==> src/design/rtc_pit_pkg.sv <==
`default_nettype none
package rtc_pit_pkg;
  // ==========================================================
  // Register indices (byte address = index * 4)
  localparam logic [7:0] IDX_CONTROL_A = 8'h00;
  localparam logic [7:0] IDX_SYNC_STATUS = 8'h01;
  localparam logic [7:0] IDX_IRQ_ENABLE = 8'h02;
  localparam logic [7:0] IDX_IRQ_FLAGS = 8'h03;
  localparam logic [7:0] IDX_TEMP = 8'h04;
  localparam logic [7:0] IDX_DEBUG_CONTROL = 8'h05;
  localparam logic [7:0] IDX_CLOCK_SELECT = 8'h07;
  localparam logic [7:0] IDX_COUNTER_VALUE = 8'h08;
  localparam logic [7:0] IDX_COUNTER_PERIOD = 8'h0a;
  localparam logic [7:0] IDX_COUNTER_COMPARE = 8'h0c;
  localparam logic [7:0] IDX_PERIODIC_CONTROL_A = 8'h10;
  localparam logic [7:0] IDX_PERIODIC_STATUS = 8'h11;
  localparam logic [7:0] IDX_PERIODIC_IRQ_ENABLE = 8'h12;
  localparam logic [7:0] IDX_PERIODIC_IRQ_FLAGS = 8'h13;
  localparam logic [7:0] IDX_PERIODIC_DEBUG_CONTROL = 8'h15;
  localparam int ADDR_LSB = 2;
  localparam int ADDR_MSB = 9;
  // ==========================================================
  // Field positions
  localparam int RTC_CONTROL_A_RUN_IN_STANDBY = 7;
  localparam int RTC_CONTROL_A_PRESC_MSB = 6;
  localparam int RTC_CONTROL_A_PRESC_LSB = 3;
  localparam int RTC_CONTROL_A_COUNTER_ENABLE = 0;
  localparam int PIT_PERIOD_MSB = 6;
  localparam int PIT_PERIOD_LSB = 3;
  localparam int PIT_ENABLE = 0;
  localparam int FLAG_OVERFLOW = 0;
  localparam int FLAG_COMPARE = 1;
  localparam int FLAG_PERIODIC = 0;
  // Write masks; unimplemented bits read as zero
  localparam logic [7:0] RTC_CONTROL_A_MASK = 8'hf9;
  localparam logic [7:0] PITCTRL_MASK = 8'h79;
  localparam logic [7:0] IRQ_MASK = 8'h03;
  localparam logic [7:0] BIT0_MASK = 8'h01;
  localparam logic [7:0] TIMER_CLOCK_SELECT_MASK = 8'h03;
  // ==========================================================
  // Reset values
  localparam logic [7:0] RESET_BYTE = 8'h00;
  localparam logic [15:0] RESET_WORD = 16'h0000;
  localparam logic [15:0] RESET_PERIOD = 16'hffff;
  // ==========================================================
  // Sync channels and timing
  localparam int SYNC_RTC_CONTROL_A = 0;
  localparam int SYNC_COUNT = 1;
  localparam int SYNC_PERIOD = 2;
  localparam int SYNC_COMPARE = 3;
  localparam int SYNC_PITCTRL = 4;
  localparam int SYNC_CHANNELS = 5;
  localparam logic [1:0] SYNC_TIMER_TICKS = 2'd2;
  localparam int PRESC_BITS = 15;
endpackage
`default_nettype wire

==> src/design/rtc_pit_sync_and_control.sv <==
// The implementer's own choice: the APB register port.
`timescale 1ns/1ns
`default_nettype none
// What this block does
// - Counter keeps running while the system sits in idle sleep.
// - In standby the counter runs only if run-in-standby bit 7 is set.
// - Periodic timer runs in every sleep state regardless of run-in-standby.
// - Counter and periodic timer step on timer clock; writes cross with delay.
// - Status offset 0x01 shows compare, period, count, control A busy bits.
// - Periodic status offset 0x11 bit 0 busy while periodic control syncs.
// - Prescaler field 6:3 divides the timer clock by two to its power.
// - New control A setting applies two timer-clock cycles after the write.
// - Control A bit 0 enables the counter; zero disables it.
// - Shared prescaler clears when both enables are zero, else runs while either timer runs.
// - Writing one clears a compare or overflow flag; zero leaves it.
module rtc_pit_sync_and_control
  import rtc_pit_pkg::*;
#(
  // Timer ticks a synchronised write waits before it lands
  parameter int SYNC_TICKS = SYNC_TIMER_TICKS
)
(
  // APB clock and reset
  input wire logic pclk,
  input wire logic presetn,
  // APB slave
  input wire logic psel,
  input wire logic penable,
  input wire logic pwrite,
  input wire logic [31:0] paddr,
  input wire logic [31:0] pwdata,
  output logic [31:0] prdata,
  output logic pready,
  output logic pslverr,
  // Timer clock pin and system state
  input wire logic timer_clock,
  input wire logic sleep_idle,
  input wire logic sleep_standby,
  input wire logic debug_halt,
  // Interrupt
  output logic irq
);
  // ==========================================================
  // Parameter check
  // The per-channel tick counter is two bits wide, so three ticks at most
  generate
    if (SYNC_TICKS < 1 || SYNC_TICKS > 3) begin : g_bad_sync_ticks
      $error("SYNC_TICKS must lie between 1 and 3");
    end
  endgenerate

  // ==========================================================
  // Timer clock sampling
  // Slow timer clock is sampled, so it must stay well below pclk / 4
  logic tclk_meta_r;
  logic tclk_sync_r;
  logic tclk_prev_r;
  logic timer_tick;

  always_ff @(posedge pclk or negedge presetn) begin
    if (!presetn) begin
      tclk_meta_r <= 1'b0;
      tclk_sync_r <= 1'b0;
      tclk_prev_r <= 1'b0;
    end else begin
      tclk_meta_r <= timer_clock;
      tclk_sync_r <= tclk_meta_r;
      tclk_prev_r <= tclk_sync_r;
    end
  end

  assign timer_tick = tclk_sync_r & ~tclk_prev_r;

  // ==========================================================
  // APB decode
  logic [7:0] idx;
  logic setup;
  logic wr_en;
  logic hit;

  assign idx = paddr[ADDR_MSB:ADDR_LSB];
  assign setup = psel & ~penable;
  assign wr_en = psel & penable & pready & pwrite;

  always_comb begin
    case (idx)
      IDX_CONTROL_A, IDX_SYNC_STATUS, IDX_IRQ_ENABLE, IDX_IRQ_FLAGS,
      IDX_TEMP, IDX_DEBUG_CONTROL, IDX_CLOCK_SELECT, IDX_COUNTER_VALUE,
      IDX_COUNTER_PERIOD, IDX_COUNTER_COMPARE, IDX_PERIODIC_CONTROL_A,
      IDX_PERIODIC_STATUS, IDX_PERIODIC_IRQ_ENABLE, IDX_PERIODIC_IRQ_FLAGS,
      IDX_PERIODIC_DEBUG_CONTROL: hit = (paddr[1:0] == 2'b00);
      default: hit = 1'b0;
    endcase
  end

  // ==========================================================
  // Software-side registers
  logic [7:0] rtc_control_a_r;
  logic [7:0] irq_en_r;
  logic [7:0] temp_r;
  logic [7:0] dbg_r;
  logic [7:0] timer_clock_select_r;
  logic [15:0] cnt_sh_r;
  logic [15:0] per_sh_r;
  logic [15:0] cmp_sh_r;
  logic [7:0] pitctrl_r;
  logic [7:0] pit_irq_en_r;
  logic [7:0] pit_dbg_r;

  // Control registers; their timer-side copies follow through the crossing
  always_ff @(posedge pclk or negedge presetn) begin
    if (!presetn) begin
      rtc_control_a_r <= RESET_BYTE;
      pitctrl_r <= RESET_BYTE;
    end else if (wr_en) begin
      case (idx)
        IDX_CONTROL_A: rtc_control_a_r <= pwdata[7:0] & RTC_CONTROL_A_MASK;
        IDX_PERIODIC_CONTROL_A: pitctrl_r <= pwdata[7:0] & PITCTRL_MASK;
        default: rtc_control_a_r <= rtc_control_a_r;
      endcase
    end
  end

  // Interrupt enables
  always_ff @(posedge pclk or negedge presetn) begin
    if (!presetn) begin
      irq_en_r <= RESET_BYTE;
      pit_irq_en_r <= RESET_BYTE;
    end else if (wr_en) begin
      case (idx)
        IDX_IRQ_ENABLE: irq_en_r <= pwdata[7:0] & IRQ_MASK;
        IDX_PERIODIC_IRQ_ENABLE: pit_irq_en_r <= pwdata[7:0] & BIT0_MASK;
        default: irq_en_r <= irq_en_r;
      endcase
    end
  end

  // Count, period and compare shadows; count reads back the live counter
  always_ff @(posedge pclk or negedge presetn) begin
    if (!presetn) begin
      cnt_sh_r <= RESET_WORD;
      per_sh_r <= RESET_PERIOD;
      cmp_sh_r <= RESET_WORD;
    end else if (wr_en) begin
      case (idx)
        IDX_COUNTER_VALUE: cnt_sh_r <= pwdata[15:0];
        IDX_COUNTER_PERIOD: per_sh_r <= pwdata[15:0];
        IDX_COUNTER_COMPARE: cmp_sh_r <= pwdata[15:0];
        default: cnt_sh_r <= cnt_sh_r;
      endcase
    end
  end

  // Storage and debug bits; clock select drives nothing inside this block
  always_ff @(posedge pclk or negedge presetn) begin
    if (!presetn) begin
      temp_r <= RESET_BYTE;
      dbg_r <= RESET_BYTE;
      timer_clock_select_r <= RESET_BYTE;
      pit_dbg_r <= RESET_BYTE;
    end else if (wr_en) begin
      case (idx)
        IDX_TEMP: temp_r <= pwdata[7:0];
        IDX_DEBUG_CONTROL: dbg_r <= pwdata[7:0] & BIT0_MASK;
        IDX_CLOCK_SELECT: timer_clock_select_r <= pwdata[7:0] & TIMER_CLOCK_SELECT_MASK;
        IDX_PERIODIC_DEBUG_CONTROL: pit_dbg_r <= pwdata[7:0] & BIT0_MASK;
        default: temp_r <= temp_r;
      endcase
    end
  end

  // ==========================================================
  // Write crossing: busy until two timer ticks have passed
  logic [SYNC_CHANNELS-1:0] sync_wr;
  logic [SYNC_CHANNELS-1:0] busy_r;
  logic [SYNC_CHANNELS-1:0] apply;

  assign sync_wr[SYNC_RTC_CONTROL_A] = wr_en & (idx == IDX_CONTROL_A);
  assign sync_wr[SYNC_COUNT] = wr_en & (idx == IDX_COUNTER_VALUE);
  assign sync_wr[SYNC_PERIOD] = wr_en & (idx == IDX_COUNTER_PERIOD);
  assign sync_wr[SYNC_COMPARE] = wr_en & (idx == IDX_COUNTER_COMPARE);
  assign sync_wr[SYNC_PITCTRL] = wr_en & (idx == IDX_PERIODIC_CONTROL_A);

  genvar g;
  generate
    for (g = 0; g < SYNC_CHANNELS; g = g + 1) begin : g_sync
      logic [1:0] ticks_r;
      assign apply[g] = busy_r[g] & timer_tick & (ticks_r == 2'(SYNC_TICKS - 1));
      always_ff @(posedge pclk or negedge presetn) begin
        if (!presetn) begin
          busy_r[g] <= 1'b0;
          ticks_r <= 2'd0;
        end else if (sync_wr[g]) begin
          // A rewrite while busy restarts the crossing
          busy_r[g] <= 1'b1;
          ticks_r <= 2'd0;
        end else if (apply[g]) begin
          busy_r[g] <= 1'b0;
          ticks_r <= 2'd0;
        end else if (busy_r[g] && timer_tick) begin
          ticks_r <= ticks_r + 2'd1;
        end
      end
    end
  endgenerate

  // ==========================================================
  // Timer-side active copies
  logic [7:0] rtc_control_a_act_r;
  logic [7:0] pit_act_r;
  logic [15:0] per_act_r;
  logic [15:0] cmp_act_r;

  always_ff @(posedge pclk or negedge presetn) begin
    if (!presetn) begin
      rtc_control_a_act_r <= RESET_BYTE;
      pit_act_r <= RESET_BYTE;
      per_act_r <= RESET_PERIOD;
      cmp_act_r <= RESET_WORD;
    end else begin
      if (apply[SYNC_RTC_CONTROL_A]) rtc_control_a_act_r <= rtc_control_a_r;
      if (apply[SYNC_PITCTRL]) pit_act_r <= pitctrl_r;
      if (apply[SYNC_PERIOD]) per_act_r <= per_sh_r;
      if (apply[SYNC_COMPARE]) cmp_act_r <= cmp_sh_r;
    end
  end

  // ==========================================================
  // Prescaler, counter and periodic timer
  logic cnt_en;
  logic pit_en;
  logic cnt_run;
  logic pit_run;
  logic [PRESC_BITS-1:0] presc_r;
  logic [15:0] cnt_r;
  logic [3:0] presc_sel;
  logic [3:0] pit_sel;
  logic [PRESC_BITS-1:0] div_mask;
  logic [PRESC_BITS-1:0] pit_mask;
  logic cnt_step;
  logic pit_event;
  logic ovf_event;
  logic cmp_event;

  assign cnt_en = rtc_control_a_act_r[RTC_CONTROL_A_COUNTER_ENABLE];
  assign pit_en = pit_act_r[PIT_ENABLE];
  assign presc_sel = rtc_control_a_act_r[RTC_CONTROL_A_PRESC_MSB:RTC_CONTROL_A_PRESC_LSB];
  assign pit_sel = pit_act_r[PIT_PERIOD_MSB:PIT_PERIOD_LSB];
  // Idle leaves the counter alone; standby needs run-in-standby
  assign cnt_run = cnt_en & ~(sleep_standby & ~rtc_control_a_act_r[RTC_CONTROL_A_RUN_IN_STANDBY])
                 & ~(debug_halt & ~dbg_r[0]);
  // Sleep state never gates the periodic timer
  assign pit_run = pit_en & ~(debug_halt & ~pit_dbg_r[0]);
  // Masks of low prescaler bits that must all be one: counter divides by 2^sel, periodic by 2^(sel+1)
  assign div_mask = PRESC_BITS'((16'h0001 << presc_sel) - 16'h0001);
  assign pit_mask = PRESC_BITS'((16'h0002 << pit_sel) - 16'h0001);
  assign cnt_step = timer_tick & cnt_run & ((presc_r & div_mask) == div_mask);
  assign pit_event = timer_tick & pit_run & (pit_sel != 4'h0) & (pit_sel != 4'hf)
                   & ((presc_r & pit_mask) == pit_mask);
  assign ovf_event = cnt_step & (cnt_r == per_act_r);
  assign cmp_event = cnt_step & (cnt_r == cmp_act_r);

  always_ff @(posedge pclk or negedge presetn) begin
    if (!presetn) begin
      presc_r <= '0;
    end else if (!cnt_en && !pit_en) begin
      presc_r <= '0;
    end else if (timer_tick && (cnt_run || pit_run)) begin
      presc_r <= presc_r + PRESC_BITS'(1);
    end
  end

  always_ff @(posedge pclk or negedge presetn) begin
    if (!presetn) begin
      cnt_r <= RESET_WORD;
    end else if (apply[SYNC_COUNT]) begin
      cnt_r <= cnt_sh_r;
    end else if (ovf_event) begin
      cnt_r <= RESET_WORD;
    end else if (cnt_step) begin
      cnt_r <= cnt_r + 16'h0001;
    end
  end

  // ==========================================================
  // Interrupt flags, set wins over clear
  logic [1:0] flags_r;
  logic pit_flag_r;
  logic [1:0] flags_clr;
  logic pit_clr;

  assign flags_clr = (wr_en && idx == IDX_IRQ_FLAGS) ? pwdata[1:0] : 2'b00;
  assign pit_clr = wr_en & (idx == IDX_PERIODIC_IRQ_FLAGS) & pwdata[FLAG_PERIODIC];

  // Set wins, so an event in the clearing cycle is never lost
  always_ff @(posedge pclk or negedge presetn) begin
    if (!presetn) begin
      flags_r <= 2'b00;
    end else begin
      flags_r[FLAG_OVERFLOW] <= ovf_event
                              | (flags_r[FLAG_OVERFLOW] & ~flags_clr[FLAG_OVERFLOW]);
      flags_r[FLAG_COMPARE] <= cmp_event
                             | (flags_r[FLAG_COMPARE] & ~flags_clr[FLAG_COMPARE]);
    end
  end

  // Periodic flag, same write-one-to-clear behaviour
  always_ff @(posedge pclk or negedge presetn) begin
    if (!presetn) begin
      pit_flag_r <= 1'b0;
    end else begin
      pit_flag_r <= pit_event | (pit_flag_r & ~pit_clr);
    end
  end

  always_ff @(posedge pclk or negedge presetn) begin
    if (!presetn) begin
      irq <= 1'b0;
    end else begin
      irq <= |(flags_r & irq_en_r[1:0]) | (pit_flag_r & pit_irq_en_r[0]);
    end
  end

  // ==========================================================
  // Read mux and APB answer
  logic [31:0] rd_val;

  always_comb begin
    rd_val = 32'h0000_0000;
    case (idx)
      IDX_CONTROL_A: rd_val[7:0] = rtc_control_a_r;
      IDX_SYNC_STATUS: rd_val[3:0] = busy_r[3:0];
      IDX_IRQ_ENABLE: rd_val[7:0] = irq_en_r;
      IDX_IRQ_FLAGS: rd_val[1:0] = flags_r;
      IDX_TEMP: rd_val[7:0] = temp_r;
      IDX_DEBUG_CONTROL: rd_val[7:0] = dbg_r;
      IDX_CLOCK_SELECT: rd_val[7:0] = timer_clock_select_r;
      IDX_COUNTER_VALUE: rd_val[15:0] = cnt_r;
      IDX_COUNTER_PERIOD: rd_val[15:0] = per_sh_r;
      IDX_COUNTER_COMPARE: rd_val[15:0] = cmp_sh_r;
      IDX_PERIODIC_CONTROL_A: rd_val[7:0] = pitctrl_r;
      IDX_PERIODIC_STATUS: rd_val[0] = busy_r[SYNC_PITCTRL];
      IDX_PERIODIC_IRQ_ENABLE: rd_val[7:0] = pit_irq_en_r;
      IDX_PERIODIC_IRQ_FLAGS: rd_val[0] = pit_flag_r;
      IDX_PERIODIC_DEBUG_CONTROL: rd_val[7:0] = pit_dbg_r;
      default: rd_val = 32'h0000_0000;
    endcase
    if (!hit) begin
      rd_val = 32'h0000_0000;
    end
  end

  // One wait-free access phase; data captured during setup
  always_ff @(posedge pclk or negedge presetn) begin
    if (!presetn) begin
      pready <= 1'b0;
      prdata <= 32'h0000_0000;
      pslverr <= 1'b0;
    end else begin
      pready <= setup;
      if (setup) begin
        prdata <= pwrite ? 32'h0000_0000 : rd_val;
        pslverr <= ~hit;
      end else begin
        pslverr <= 1'b0;
      end
    end
  end
endmodule
`default_nettype wire

==> config.mk <==
export PLATFORM = sky130hd
export DESIGN_NAME = rtc_pit_sync_and_control
export DESIGN_NICKNAME = d
export VERILOG_FILES = /design/src/design/rtc_pit_pkg.sv /design/src/design/rtc_pit_sync_and_control.sv
export SDC_FILE = /design/constraint.sdc
export NUM_CORES = 1
export LEC_CHECK = 0
export ABC_CLOCK_PERIOD_IN_PS = 3100
export BUFFER_PORTS_ARGS = -buffer_cell sky130_fd_sc_hd__buf_4
export CELL_PAD_IN_SITES_DETAIL_PLACEMENT = 0
export CELL_PAD_IN_SITES_GLOBAL_PLACEMENT = 1
export CORE_MARGIN = 2
export CORE_UTILIZATION = 45
export CTS_BUF_LIST = sky130_fd_sc_hd__clkbuf_8
export DETAILED_ROUTE_END_ITERATION = 6
export PLACE_DENSITY_LB_ADDON = 0.08
export SYNTH_ARGS = -nofsm -noshare
export SYNTH_HDL_FRONTEND = slang
export SYNTH_SLANG_ARGS = --single-unit
==> constraint.sdc <==
create_clock -name pclk -period 3.1 [get_ports pclk]
set_input_delay 0.465 -clock pclk [delete_from_list [all_inputs] [get_ports pclk]]
set_output_delay 0.465 -clock pclk [all_outputs]
set_load 0.01 [all_outputs]
### Word level (Yosys, flattened, before mapping)

Index checks and enable logic that the tools add are counted.
W data, S select, Z words.

| storage, ports and cells | value |
|---|---|
| flip-flop bits (word level) | 204 |
| latch bits | 0 |
| RAM bits | 0 |
| bits in read-only memories | 0 |
| memories | 0 |

| cells by class | value |
|---|---|
| add/sub/neg operators | 9 |
| multipliers | 0 |
| div/mod/pow operators | 0 |
| order comparisons | 0 |
| eq/ne operators | 24 |
| shift-type cells | 2 |
| mux-type cells | 40 |
| bitwise gates (word level) | 59 |
| reductions and logical operators | 39 |

Operators by type and width:

| operator | count |
|---|---|
| $mux W16 | 4 |
| $and A1 B1 Y1 | 40 |
| $eq A8 B5 Y1 const B | 5 |
| $eq A16 B16 Y1 | 2 |
| $mux W2 | 16 |
| $mux W32 | 1 |
| $and A15 B15 Y15 | 2 |
| $eq A15 B15 Y1 | 2 |
| $mux W15 | 2 |
| $sub A15 B1 Y15 const B | 2 |
| $eq A8 B3 Y1 const B | 3 |
| $eq A8 B4 Y1 const B | 3 |
| $pmux W4 S6 | 1 |
| $pmux W8 S3 | 1 |
| $reduce_and A2 Y1 | 11 |
| $reduce_bool A3 Y1 | 6 |
| $add A16 B1 Y16 const B | 1 |
| $eq A8 B2 Y1 const B | 2 |
| $add A15 B1 Y15 const B | 1 |
| $pmux W1 S15 | 1 |
| $reduce_or A15 Y1 | 1 |
| $shl A1 B4 Y15 const A | 1 |
| $shl A2 B4 Y15 const A | 1 |
| $pmux W2 S7 | 1 |
| 17 further kinds | 63 |

### Logic depth before layout (Yosys ltp)

| depth | value |
|---|---|
| depth in word-level cells | 10 |
| depth in mapped cells | 12 |
| mapped depth without buffers | 9 |

### Worst setup path after synthesis

OpenSTA, ideal clock, no wires.

| path | value |
|---|---|
| kind | reg-to-reg |
| start | register rtc_control_a_act_r[5] |
| end | register cnt_r[3] |
| library setup time | 65 ps |
| arrival | 2652 ps |
| slack | 384 ps |
| cell stages (with the launch flop) | 13 |
| buffers on the path | 3 |
| period minus slack after synthesis | 2716 ps |
| cells stage by stage | dfrtp_1 buf_2 nor3_1 nand2b_1 ha_1 clkbuf_1 or2_2 a211o_1 a21oi_1 nor2_1 a21oi_1 buf_4 a211o_1 |

| on the way | value |
|---|---|
| cells in the longest elaborated chain, start to end | 8 |
| elaborated cells on any way between the ends | 9 |
| those cells by class | 1 x add/sub; 1 x eq/ne; 1 x shift; 2 x mux; 3 x bitwise; 1 x reduce/logical |

RTL lines:

| what | line | source |
|---|---|---|
| start: declaration | rtc_pit_sync_and_control.sv:209 | `logic [7:0] rtc_control_a_act_r;` |
| start signal: assignment | rtc_pit_sync_and_control.sv:221 | `if (apply[SYNC_RTC_CONTROL_A]) rtc_control_a_act_r <= rtc_control_a_r;` |
| $shl A1 B4 Y15 (*) | rtc_pit_sync_and_control.sv:255 | `assign div_mask = PRESC_BITS'((16'h0001 << presc_sel) - 16'h0001);` |
| $sub A15 B1 Y15 (*) | rtc_pit_sync_and_control.sv:255 |  |
| $and A15 B15 Y15 | rtc_pit_sync_and_control.sv:257 | `assign cnt_step = timer_tick & cnt_run & ((presc_r & div_mask) == div_mask);` |
| $eq A15 B15 Y1 (*) | rtc_pit_sync_and_control.sv:257 |  |
| $and A1 B1 Y1 (*) | rtc_pit_sync_and_control.sv:257 |  |
| $and A1 B1 Y1 | rtc_pit_sync_and_control.sv:260 | `assign ovf_event = cnt_step & (cnt_r == per_act_r);` |
| $mux W16 | rtc_pit_sync_and_control.sv:278 | `end else if (ovf_event) begin` |
| $mux W16 | rtc_pit_sync_and_control.sv:276 | `end else if (apply[SYNC_COUNT]) begin` |
| end signal: assignment | rtc_pit_sync_and_control.sv:277 | `cnt_r <= cnt_sh_r;` |
| end signal: assignment | rtc_pit_sync_and_control.sv:281 | `cnt_r <= cnt_r + 16'h0001;` |
| end: declaration | rtc_pit_sync_and_control.sv:235 | `logic [15:0] cnt_r;` |

Mark *: on every way between the ends. The rest lies on a longest branch, timed or not.
A chain may end at the register's enable or synchronous reset.

### Final worst setup path

| path | value |
|---|---|
| start | register rtc_control_a_act_r[6] |
| end | register cnt_r[0] |

The elaborated chain is that of the path after synthesis.

==> reports/results.txt <==
outcome = completed
synthesized-area fraction occupied by and/or/nand/nor cells = 13.1%
final worst path period share = 90.7%
Max Root-Sink Buffers = 2
# rows = 53
hold_ws = 26.2 ps
Compound-Gate Fraction of Synth Area = 12.4%
wire per inst = 21.6 um
CTS Buf Count = 17
setup ws final = 287 ps
I/O Buffers = 52
FFs w/ async S/R, synth = 100%
R2R depth = 9
Root Driver = clkbuf_8
Setup Fix Bufs, Post-CTS = 0
Crit Path Max Fanout = 17
Routed WL = 26.4 mm
Post-synth EDFFs = 0
final instance area = 0.0109 mm^2
endpoints failing hold = 0
most frequent cells in the layout = dfrtp_1 (156), mux2_2 (111), buf_4 (92)
power per cell area = 437 mW/mm^2
skew final = 29.2 ps
RR Endpoint = cnt_r[0]
post-synthesis cell type count = 69
Critical Path RT = 3450 ps
Initial DRC Count = 420
post-layout min period = 2810 ps
Final Core Density = 51.5%
hold crit path type = input port to asynchronous set/reset pin
largest net degree at the start of global routing = 73
Layout area overhead = 12.0%
dpl ws = 31.1 ps
gp weighted congestion = 0.838
critical path type = flip-flop to flip-flop
global-route wire length before repair = 41.5 mm
top_reg_cell synth = dfrtp_1
clk sinks = 188
P_leak = 0.00479 uW
Die Ht = 151 um
commonest non-fill, non-tap cell in the layout = dfrtp_1
Inserted Diodes = 0
Via density = 5.79
Tot GR Track Use = 24.3%
half-perimeter wire length after placement = 18.8 mm
Startpoint Class = flip-flop
fraction of layout cells with a size suffix above 1 = 31.4%
latest clock arrival within the worst-skew pair = 480 ps
mux cell area share after synthesis = 15.4%
post-synthesis cell count = 885
critical path arrival = 3160 ps
Die ar. = 0.0228 mm^2
main combinational cell family by area after synthesis = multiplexers
Initial Utilization = 46.0%
post-cts resize count = 0
post-synthesis adder-cell area fraction = 0.617%
critical path capture point type = flip-flop
VDD IR max = 0.000297 V
nets = 1011
r2r startpoint = rtc_control_a_act_r[6]
register clock-pin slew on the reported worst setup and hold paths = 100 ps
Synth Warn # = 0
final slew viol count = 0
placed cell areas = 0.0105 mm^2
Routed Antenna Nets = 0
I/O pin total = 108
core area = 0.0212 mm^2
max-cap check violation count = 0
#FFs+latches synth = 188
Post-route DRC = 0
Hold Buf Count CTS = 0
Slew @ Worst Pin = 931 ps
Seq/Total Area, Yosys = 48.7%
setup TNS = 0 ps
DR vias = 7079
Slew HR = 37.9%
syn avg cell area = 11.0 um^2
initial antenna violation count = 0
xor/xnor share of the synthesized area = 4.77%
RSZ-0062 raised after global routing = false
drt pass-1 iters = 6
TritonCTS clock tree = built
Mapped Area = 0.00973 mm^2
die width = 151 um
vias in the first global route = 7012
total gr overflow = 0
R2R Setup Slk = 290 ps
Setup-failing EPs final = 0
CTS H-Tree Depth = 4
Max Clock Freq = 355 MHz
-- power breakdown --
group          leakage (uW)  total, uW  switching, uW  internal [uW]
clock              0.000222       1770           1060            709
combinational       0.00217        413            261            151
sequential          0.00240       2590           66.5           2520
-- cells by family after synthesis --
family,Yosys count
DFF,188
xor gates and xnor gates,53
adders and majority gates,5
buffers and inverters,98
muxes,127
other,1
and+or+nand+nor,244
AOI/OAI and AO/OA,169
-- final cells by class --
class / count / area (um^2)
clock buffer: 17 / 234
clock inverter: 15 / 214
fill: 1915 / 10200
inverter: 19 / 71.3
multi-input combinational: 614 / 4570
sequential: 188 / 4740
tap: 275 / 344
timing repair buffer: 94 / 724
-- metal layers --
layer	global-route usage, %	routed length [um]	vias to the layer above
met2	41.4	13300	149
met1	32.9	11800	3624
met3	3.40	859	24
met5	0	0	-
met4	5.98	448	0
li1	-	-	3282
-- cell usage after synthesis (all sizes together) (3+ instances only) --
| master | instances | share of area [%] |
|---|---|---|
| inv | 19 | 0.73 |
| buf | 41 | 2.7 |
| ha | 4 | 0.51 |
| dfstp | 32 | 8.6 |
| a22oi | 5 | 0.39 |
| mux2 | 119 | 14 |
| nand2b | 9 | 0.58 |
| a222oi | 3 | 0.31 |
| o211ai | 4 | 0.31 |
| a22o | 14 | 1.3 |
| nand3 | 20 | 1.0 |
| nor4b | 3 | 0.27 |
| nand2 | 59 | 2.4 |
| mux4 | 4 | 0.93 |
| nor3 | 11 | 0.73 |
| nor2 | 67 | 2.6 |
| and3 | 12 | 0.82 |
| dfrtp | 156 | 40 |
| o21ai | 42 | 2.2 |
| nor2b | 6 | 0.39 |
| mux2i | 4 | 0.41 |
| and2 | 8 | 0.51 |
| a211o | 15 | 1.3 |
| and4 | 16 | 1.4 |
| xor2 | 49 | 4.4 |
| o31ai | 4 | 0.31 |
| xnor2 | 4 | 0.36 |
| o2111ai | 12 | 1.1 |
| nand4 | 9 | 0.58 |
| clkbuf | 38 | 1.5 |
| a32o | 15 | 1.5 |
| nor4 | 14 | 1.1 |
| a21oi | 28 | 1.4 |
| or2 | 6 | 0.39 |
-- sequential cells by signal (all words and copies together), names as in the netlist, 8 cells and up --
signal          cells
g_sync.ticks_r     10
cnt_sh_r           16
per_sh_r           16
cnt_r              16
cmp_act_r          16
per_act_r          16
cmp_sh_r           16
temp_r              8
presc_r            15
prdata             16
-- through the flow --
step | total power, uW | instances
2_1_floorplan | 2840 | 900
3_3_place_gp | 3030 | 1190
3_5_place_dp | 3050 | 1190
4_1_cts | 4820 | 1222
5_1_grt | 4980 | 1222
6_report | 4770 | 1222
-- worst max path at each step --
stage / from / to / slack (ps) / depth (start not counted)
after floorplan: rtc_control_a_act_r[5] / cnt_r[3] / 380 / 12
after global placement: rtc_control_a_act_r[6] / cnt_r[11] / 60 / 9
after detailed placement: rtc_control_a_act_r[6] / cnt_r[5] / 30 / 9
after CTS: rtc_control_a_act_r[6] / cnt_r[0] / 20 / 9
after global routing: rtc_control_a_act_r[6] / cnt_r[0] / 110 / 11
final: rtc_control_a_act_r[6] / cnt_r[0] / 290 / 9
-- critical path: stages, from the launching register on --
cell and delay [ps]:
dfrtp_1 400, nor3_1 320, nand2b_1 100, ha_1 210
nor4b_1 140, o31a_1 270, nor2_2 560, a21oi_1 150
buf_4 230, a221o_1 300
Note: power is estimated with default switching activity, not from simulation.
